--- config.mk ---
export PLATFORM = sky130hd
export DESIGN_NAME = flash_guard
export DESIGN_NICKNAME = d
export VERILOG_FILES = /design/src/logic/flash_guard_pkg.sv /design/src/logic/flash_guard.sv
export SDC_FILE = /design/constraint.sdc
export NUM_CORES = 1
export LEC_CHECK = 0
export BUFFER_PORTS_ARGS = -buffer_cell sky130_fd_sc_hd__buf_2
export CAP_MARGIN = 20
export CORE_ASPECT_RATIO = 1.75
export CORE_MARGIN = 2
export CORE_UTILIZATION = 25
export CTS_CLUSTER_DIAMETER = 60
export DETAILED_ROUTE_END_ITERATION = 7
export PLACE_DENSITY = 0.55
export SYNTH_ARGS = -nofsm -noshare
export SYNTH_HDL_FRONTEND = slang
export SYNTH_SLANG_ARGS = --single-unit
--- constraint.sdc ---
create_clock -name aclk -period 2.5 [get_ports aclk]
set_input_delay 0.25 -clock aclk [delete_from_list [all_inputs] [get_ports aclk]]
set_output_delay 0.25 -clock aclk [all_outputs]
set_load 0.01 [all_outputs]
--- src/logic/flash_guard_pkg.sv ---
// Constants and types for the flash program/erase protection block.
// Assumes an AXI4-Lite master on aclk and a CPU core that reports its events.
// Function
// - Modes entered only via control bits
// - Software protection blocks program and erase
// - Unlock bit clear protects every block
// - Per-block select; zero protects all
// - Hardware protection aborts, clears control registers
// - Reset or standby clears control registers
// - Malfunction sets error flag, enters protection
// - Error keeps registers, aborts active mode
// - Error blocks program or erase re-entry
// - Error still allows verify modes
// - Flash read during operation raises error
// - Non-reset exception during operation raises error
// - Sleep during operation raises error
// - Bus release during operation raises error
// - Only power-on reset leaves error state
// - Error state masks interrupts while selected
// - Array read while selected returns junk
// - Program mode needs setup bit first
package flash_guard_pkg;
  localparam logic [7:0] CTRL1_ADDR = 8'h00;
  localparam logic [7:0] CTRL2_ADDR = 8'h04;
  localparam logic [7:0] BLOCK_ADDR = 8'h08;
  localparam logic [7:0] STATUS_ADDR = 8'h0C;
  // flash_control_one fields
  localparam int C1_PROG = 0;
  localparam int C1_ERASE = 1;
  localparam int C1_PVER = 2;
  localparam int C1_EVER = 3;
  localparam int C1_UNLOCK = 6;
  // flash_control_two fields
  localparam int C2_PSU = 0;
  localparam int C2_ESU = 1;
  localparam int C2_ERR = 7;
  localparam logic [7:0] CTRL1_RESET = 8'h00;
  localparam logic [7:0] CTRL2_RESET = 8'h00;
  localparam logic [7:0] BLOCK_RESET = 8'h00;
  localparam logic [7:0] CTRL1_WMASK = 8'h4F;
  localparam logic [7:0] CTRL2_WMASK = 8'h03;
  localparam logic [1:0] RESP_OKAY = 2'h0;
  localparam logic [1:0] RESP_SLVERR = 2'h2;

  typedef enum logic [4:0] {
    MODE_IDLE = 5'h01,
    MODE_PROG = 5'h02,
    MODE_ERASE = 5'h04,
    MODE_PVER = 5'h08,
    MODE_EVER = 5'h10
  } mode_t;

  typedef struct packed {
    logic fetch_read;
    logic exception;
    logic sleep;
    logic bus_release;
  } cpu_event_t;

  typedef struct packed {
    logic [7:0] ctrl1;
    logic [7:0] ctrl2;
    logic [7:0] blocks;
    logic err;
    mode_t mode;
    logic aw_done;
    logic w_done;
    logic [7:0] aw_addr;
    logic [31:0] w_data;
    logic bvalid;
    logic [1:0] bresp;
    logic rvalid;
    logic [31:0] rdata;
    logic [1:0] rresp;
  } state_t;
endpackage

--- src/logic/flash_guard.sv ---
// Flash program/erase protection: control registers, mode logic, error lock.
// Assumes por_n marks power-on reset; other resets arrive on aresetn only.
//
// The register offsets and register access over AXI4-Lite are this design's own decisions.
`timescale 1ns/100ps
`default_nettype none
module flash_guard #(
  parameter int BLOCKS = 8
) (
  // Clock and resets
  input wire logic aclk,
  input wire logic aresetn,
  input wire logic por_n,
  input wire logic standby_entry,
  // AXI4-Lite slave
  input wire logic [7:0] s_awaddr,
  input wire logic s_awvalid,
  output logic s_awready,
  input wire logic [31:0] s_wdata,
  input wire logic [3:0] s_wstrb,
  input wire logic s_wvalid,
  output logic s_wready,
  output logic [1:0] s_bresp,
  output logic s_bvalid,
  input wire logic s_bready,
  input wire logic [7:0] s_araddr,
  input wire logic s_arvalid,
  output logic s_arready,
  output logic [31:0] s_rdata,
  output logic [1:0] s_rresp,
  output logic s_rvalid,
  input wire logic s_rready,
  // CPU events
  input wire flash_guard_pkg::cpu_event_t cpu_event,
  input wire logic [15:0] array_rdata,
  // Flash array controls
  output logic program_active,
  output logic erase_active,
  output logic verify_active,
  output logic [BLOCKS-1:0] block_enable,
  output logic [15:0] array_read_data,
  output logic irq_block
);
  flash_guard_pkg::state_t st, next_st;
  logic op_busy;
  logic err_event;
  logic [7:0] wr_val;
  logic w_fire;
  logic ar_fire;
  logic write_hit;
  logic wr_ok;

  function automatic logic known_addr(input logic [7:0] a);
    known_addr = (a == flash_guard_pkg::CTRL1_ADDR) || (a == flash_guard_pkg::CTRL2_ADDR)
      || (a == flash_guard_pkg::BLOCK_ADDR) || (a == flash_guard_pkg::STATUS_ADDR);
  endfunction

  assign op_busy = (st.mode == flash_guard_pkg::MODE_PROG)
    || (st.mode == flash_guard_pkg::MODE_ERASE);
  // Any misuse while programming or erasing
  assign err_event = op_busy && (cpu_event.fetch_read || cpu_event.exception
    || cpu_event.sleep || cpu_event.bus_release);
  assign s_awready = !st.aw_done && !st.bvalid;
  assign s_wready = !st.w_done && !st.bvalid;
  assign s_arready = !st.rvalid;
  assign ar_fire = s_arvalid && s_arready;
  assign w_fire = (st.aw_done || (s_awvalid && s_awready))
    && (st.w_done || (s_wvalid && s_wready)) && !st.bvalid;

  always_comb begin
    logic [7:0] a;
    logic [31:0] d;
    logic [7:0] nsel1;
    logic prog_sel;
    logic erase_sel;
    a = st.aw_done ? st.aw_addr : s_awaddr;
    d = st.w_done ? st.w_data : s_wdata;
    wr_val = d[7:0];
    write_hit = w_fire && s_wstrb[0];
    wr_ok = known_addr(a) && a != flash_guard_pkg::STATUS_ADDR;
    nsel1 = 8'h00;
    prog_sel = 1'b0;
    erase_sel = 1'b0;
    next_st = st;
    // Write path
    if (s_awvalid && s_awready) begin
      next_st.aw_done = 1'b1;
      next_st.aw_addr = s_awaddr;
    end
    if (s_wvalid && s_wready) begin
      next_st.w_done = 1'b1;
      next_st.w_data = s_wdata;
    end
    if (w_fire) begin
      next_st.aw_done = 1'b0;
      next_st.w_done = 1'b0;
      next_st.bvalid = 1'b1;
      next_st.bresp = wr_ok ? flash_guard_pkg::RESP_OKAY : flash_guard_pkg::RESP_SLVERR;
      if (write_hit && a == flash_guard_pkg::CTRL1_ADDR) begin
        next_st.ctrl1 = wr_val & flash_guard_pkg::CTRL1_WMASK;
      end
      if (write_hit && a == flash_guard_pkg::CTRL2_ADDR) begin
        next_st.ctrl2 = (wr_val & flash_guard_pkg::CTRL2_WMASK)
          | (st.ctrl2 & ~flash_guard_pkg::CTRL2_WMASK);
      end
      if (write_hit && a == flash_guard_pkg::BLOCK_ADDR) begin
        next_st.blocks = wr_val;
      end
    end
    if (st.bvalid && s_bready) begin
      next_st.bvalid = 1'b0;
    end
    // Read path
    if (ar_fire) begin
      next_st.rvalid = 1'b1;
      next_st.rresp = known_addr(s_araddr) ? flash_guard_pkg::RESP_OKAY
        : flash_guard_pkg::RESP_SLVERR;
      case (s_araddr)
        flash_guard_pkg::CTRL1_ADDR: next_st.rdata = {24'h000000, st.ctrl1};
        flash_guard_pkg::CTRL2_ADDR: next_st.rdata = {24'h000000, st.ctrl2};
        flash_guard_pkg::BLOCK_ADDR: next_st.rdata = {24'h000000, st.blocks};
        flash_guard_pkg::STATUS_ADDR: next_st.rdata = {27'h0000000, st.mode};
        default: next_st.rdata = 32'h00000000;
      endcase
    end else if (st.rvalid && s_rready) begin
      next_st.rvalid = 1'b0;
    end
    // Error flag: sticky, registers retained
    if (err_event) begin
      next_st.err = 1'b1;
    end
    next_st.ctrl2[flash_guard_pkg::C2_ERR] = next_st.err;
    // Mode selection from the control values being registered this cycle
    nsel1 = next_st.ctrl1;
    prog_sel = nsel1[flash_guard_pkg::C1_PROG] && nsel1[flash_guard_pkg::C1_UNLOCK]
      && next_st.ctrl2[flash_guard_pkg::C2_PSU] && !next_st.err
      && (next_st.blocks != 8'h00);
    erase_sel = nsel1[flash_guard_pkg::C1_ERASE] && nsel1[flash_guard_pkg::C1_UNLOCK]
      && next_st.ctrl2[flash_guard_pkg::C2_ESU] && !next_st.err
      && (next_st.blocks != 8'h00);
    case (st.mode)
      flash_guard_pkg::MODE_IDLE,
      flash_guard_pkg::MODE_PVER,
      flash_guard_pkg::MODE_EVER,
      flash_guard_pkg::MODE_PROG,
      flash_guard_pkg::MODE_ERASE: begin
        if (err_event) begin
          next_st.mode = flash_guard_pkg::MODE_IDLE;
        end else if (prog_sel) begin
          next_st.mode = flash_guard_pkg::MODE_PROG;
        end else if (erase_sel) begin
          next_st.mode = flash_guard_pkg::MODE_ERASE;
        end else if (nsel1[flash_guard_pkg::C1_PVER] && nsel1[flash_guard_pkg::C1_UNLOCK]) begin
          next_st.mode = flash_guard_pkg::MODE_PVER;
        end else if (nsel1[flash_guard_pkg::C1_EVER] && nsel1[flash_guard_pkg::C1_UNLOCK]) begin
          next_st.mode = flash_guard_pkg::MODE_EVER;
        end else begin
          next_st.mode = flash_guard_pkg::MODE_IDLE;
        end
      end
      default: next_st.mode = flash_guard_pkg::MODE_IDLE;
    endcase
    // Standby clears controls but keeps the error flag
    if (standby_entry) begin
      next_st.ctrl1 = flash_guard_pkg::CTRL1_RESET;
      next_st.ctrl2 = flash_guard_pkg::CTRL2_RESET;
      next_st.ctrl2[flash_guard_pkg::C2_ERR] = next_st.err;
      next_st.blocks = flash_guard_pkg::BLOCK_RESET;
      next_st.mode = flash_guard_pkg::MODE_IDLE;
    end
  end

  always_ff @(posedge aclk) begin
    if (!por_n) begin
      st <= '0;
      st.mode <= flash_guard_pkg::MODE_IDLE;
      st.err <= 1'b0;
    end else if (!aresetn) begin
      // Non-power-on reset: everything but the error flag
      st <= '0;
      st.mode <= flash_guard_pkg::MODE_IDLE;
      st.err <= st.err;
      st.ctrl2[flash_guard_pkg::C2_ERR] <= st.err;
    end else begin
      st <= next_st;
    end
  end

  assign s_bvalid = st.bvalid;
  assign s_bresp = st.bresp;
  assign s_rvalid = st.rvalid;
  assign s_rdata = st.rdata;
  assign s_rresp = st.rresp;
  assign program_active = (st.mode == flash_guard_pkg::MODE_PROG);
  assign erase_active = (st.mode == flash_guard_pkg::MODE_ERASE);
  assign verify_active = (st.mode == flash_guard_pkg::MODE_PVER)
    || (st.mode == flash_guard_pkg::MODE_EVER);
  // Blocks open only while unlocked
  assign block_enable = st.ctrl1[flash_guard_pkg::C1_UNLOCK]
    ? st.blocks[BLOCKS-1:0] : '0;
  // Stored data hidden while program or erase is selected
  assign array_read_data = (st.ctrl1[flash_guard_pkg::C1_PROG] || st.ctrl1[flash_guard_pkg::C1_ERASE])
    ? 16'hFFFF : array_rdata;
  assign irq_block = op_busy || (st.err && (st.ctrl1[flash_guard_pkg::C1_PROG]
    || st.ctrl1[flash_guard_pkg::C1_ERASE]));

  // Checks
  err_sets_a: assert property (@(posedge aclk) disable iff (!aresetn || !por_n)
    err_event |=> st.err && !program_active && !erase_active)
    else $error("error event did not set flag and abort");
  err_sticky_a: assert property (@(posedge aclk) disable iff (!por_n)
    st.err && por_n |=> st.err)
    else $error("error flag cleared without power-on reset");
  no_prog_err_a: assert property (@(posedge aclk) disable iff (!aresetn || !por_n)
    $past(st.err) |-> !$rose(program_active) && !$rose(erase_active))
    else $error("program or erase entered in error state");
  prog_needs_a: assert property (@(posedge aclk) disable iff (!aresetn || !por_n)
    program_active |-> st.ctrl1[flash_guard_pkg::C1_UNLOCK]
      && st.ctrl2[flash_guard_pkg::C2_PSU] && st.blocks != 8'h00)
    else $error("program mode without unlock, setup or block");
  lock_blocks_a: assert property (@(posedge aclk) disable iff (!aresetn || !por_n)
    !st.ctrl1[flash_guard_pkg::C1_UNLOCK] |-> block_enable == '0 && !erase_active)
    else $error("locked flash left a block open");
  standby_clr_a: assert property (@(posedge aclk) disable iff (!aresetn || !por_n)
    standby_entry |=> st.ctrl1 == 8'h00 && st.blocks == 8'h00 && st.mode == flash_guard_pkg::MODE_IDLE)
    else $error("standby did not clear controls");
  irq_err_a: assert property (@(posedge aclk) disable iff (!aresetn || !por_n)
    st.err && st.ctrl1[flash_guard_pkg::C1_PROG] |-> irq_block)
    else $error("interrupts open in error state");
  read_hide_a: assert property (@(posedge aclk) disable iff (!aresetn || !por_n)
    st.ctrl1[flash_guard_pkg::C1_ERASE] |-> array_read_data == 16'hFFFF)
    else $error("array data visible during erase");
  prog_cov: cover property (@(posedge aclk) disable iff (!aresetn) $rose(program_active));
  erase_cov: cover property (@(posedge aclk) disable iff (!aresetn) $rose(erase_active));
  err_cov: cover property (@(posedge aclk) disable iff (!aresetn) $rose(st.err));
  err_ver_cov: cover property (@(posedge aclk) disable iff (!aresetn) st.err && verify_active);
endmodule
`default_nettype wire

==> impl_metrics.py <==
metrics = {
    "finish": {
        "layout.cells.non_filler": 569,
        "final_common_cell": "buf_2",
        "drive_gt1_share_pct": 30.32,
        "diodes": 0,
        "areaGrowthSynthToFinish_pct": 20.09,
        "seqCellArea_um2": 1041,
        "nets": 512,
        "multi_input_area_um2": 1722,
        "final_cell_mix": "96 x buf_2, 61 x nor2_1, 52 x dfxtp_1, 37 x mux2i_1, 26 x conb_1",
        "nFillCells": 1290,
    },
    "setup_path": {
        "worstSetupPathType": "reg -> reg",
        "crit_required_ps": 2670,
        "crit_path_end_kind": "flop",
        "cp-start-kind": "flop",
        "path_max_fanout": 6,
        "cp_slowest_stage_delay_ps": 510,
        "path_cells": "or4b_1 > nor4_4 > o2111a_2 > nor4b_4 > o21ai_2 > o221ai_1 > nand2_1",
        "cpMaxStageDelayCell": "or4b_1",
        "worstPathArrival_ps": 2400,
    },
    "grt": {
        "grt_pass1_wl_um": 12790,
        "grt_max_degree": 31,
        "grt_overflow": 0,
        "track_usage_pct": 12.57,
        "antenna_found_initial": 0,
        "grt_pass1_vias": 2576,
    },
    "timing": {
        "timing.final.ws_setup_ps": 271.8,
        "worst_pin_slew_ps": 689.6,
        "rsz0062_at_grt": "no",
        "fin_crit_ps": 2228,
        "worst_hold_slack_ps": 204.8,
        "timing.fmax_mhz": 448.8,
        "finalSetupTns_ps": 0,
        "slew_violations": 0,
        "setup_viol": 0,
        "slew_headroom_pct": 53.96,
        "worst_clock_skew_ps": 4.726,
        "fin_crit_sh_pct": 89.13,
        "hold_viol_final": 0,
    },
    "clocking": {
        "clk_pin_slew_worst_paths_ps": 70,
        "cts_made_buffers": 5,
        "cts-htree-levels": 2,
        "cts.sinks": 52,
        "ctsHoldBuffers": 0,
        "clk-insertion-delay-late_ps": 290,
        "clock-root-buffer": "clkbuf_16",
        "cts_tree": "done",
        "clock_path_buffers": 2,
    },
    "synthesis": {
        "syn_avg_cell_area_um2": 8.623,
        "synth-edff-count": 0,
        "yosys.cell_types.count": 48,
        "netlist_area_um2": 3027,
        "async_reset_ff_share_pct": 0,
        "ys_seq_elements": 52,
        "yosysWarnings": 0,
        "synth_top_family_by_area": "simple AND/OR/NAND/NOR gates",
        "syn_inst": 351,
        "synth_ff_type": "dfxtp_1",
        "yosys.area_share.simple_pct": 25.71,
        "synth_mux_area_share_pct": 16.45,
        "synth-xor-area-share_pct": 0.5788,
        "synth-compound-area-share_pct": 10.54,
        "yosys.area_share.adder_pct": 0,
        "seq_area_frac_synth_pct": 34.39,
    },
    "place": {
        "port_buffers": 96,
        "gp_congestion": 0.7867,
        "dp.cells": 561,
        "hpwl_um": 6416,
        "place_ws_ps": 206.4,
    },
    "floorplan": {
        "start_util_pct": 25.36,
        "core_area_um2": 11940,
        "die_height_um": 149.6,
        "die_w_um": 87.18,
        "die-area_um2": 13040,
        "ios": 150,
        "num_rows": 53,
    },
    "routing": {
        "drc": 0,
        "first_pass_iters": 4,
        "drt_iter0_markers": 114,
        "wl_per_cell_um": 14.18,
        "finalWirelength_um": 8067,
        "final_antenna_net_count": 0,
        "via_per_inst": 4.764,
        "vias": 2711,
    },
    "power": {
        "power_density_nw_per_um2": 497.8,
        "p_leak_uw": 0.001523,
        "power.total_uw": 1809,
        "vdd_ir_drop_max_uv": 243.1,
    },
    "min_path": {
        "hold_path.class": "in -> reg",
    },
    "job": {
        "max_cap_viol_count": 0,
    },
    "run_status": {
        "status": "finished clean",
    },
}
## registers in the layout, summed over array words and instances (netlist names)
| register | cells |
|---|---|
| s_bresp | 1 |
| st | 40 |
| s_rdata | 8 |
| s_bvalid | 1 |
| s_rvalid | 1 |
| s_rresp | 1 |
## power breakdown
part,switching [µW],internal [µW]
combinational,136,103
clock,316,401
sequential,11.7,841
## Yosys cell counts (8+ instances only)
cell	instances	area [µm²]
and2_1	12	75.07
mux2i_1	37	370.4
nor2_1	61	229.0
a21oi_1	11	55.05
or3_1	17	106.4
dfxtp_1	52	1041
o21ai_0	8	40.04
buf_4	39	292.8
clkbuf_1	14	52.55
nand2_1	13	48.80
## worst max-delay path: cells and delay by family, from the launching register on
family / cells / cell delay [ps]
AO/OA/AOI/OAI: 3 / 570
flip-flops: 1 / 400
AND/OR/NAND/NOR: 4 / 1140
## logic make-up (layout without fill, tap and decap cells)
family / count (synthesis) / in the layout
buffers and inverters: 59 / 115
AOI/OAI and AO/OA: 47 / 47
xor gates and xnor gates: 2 / 2
DFF: 52 / 52
other: 1 / 26
and+or+nand+nor: 144 / 144
muxes: 46 / 46
## repair_timing
| action | in CTS | in global routing |
|---|---|---|
| endpoints found under the setup margin | 0 | 3 |
| setup buffers | 0 | 0 |
| resized for setup | 0 | 2 |
## cell type report
cell class              count  share of cell area, %
clock inverters             2                 0.3787
well taps                 137                  4.716
multi-input cells         265                  47.37
inverters                   4                 0.4131
flip-flops and latches     52                  28.64
repair buffers            103                  14.66
clock buffers               6                  3.821
## metrics by stage
stage | util [%] | area, µm²
floorplan | - | 3120
global placement | 29.08 | 3471
detailed placement | 29.08 | 3471
CTS | 30.36 | 3623
global route | 30.45 | 3635
finish | 30.45 | 3635
## final timing paths
path,to,slack [ps],from,cells past startpoint
max reg2reg,st[80]$_SDFF_PP1_,270,st[79]$_SDFFE_PP0P_,7
min reg2reg,s_rresp[1]$_SDFFE_PN0P_,460,s_rresp[1]$_SDFFE_PN0P_,2
max,st[80]$_SDFF_PP1_,270,st[79]$_SDFFE_PP0P_,7
min,st[75]$_SDFFE_PN0P_,200,s_awaddr[5],3
## per-layer routing
metal | up-vias | wire, µm | track usage (%)
met2 | 89 | 4537 | 24.08
met3 | 10 | 296 | 1.544
met4 | 0 | 184 | 6.231
met5 | - | 0 | 0
met1 | 1270 | 3049 | 12.95
li1 | 1342 | - | -
(Power assumes the default switching activity.)
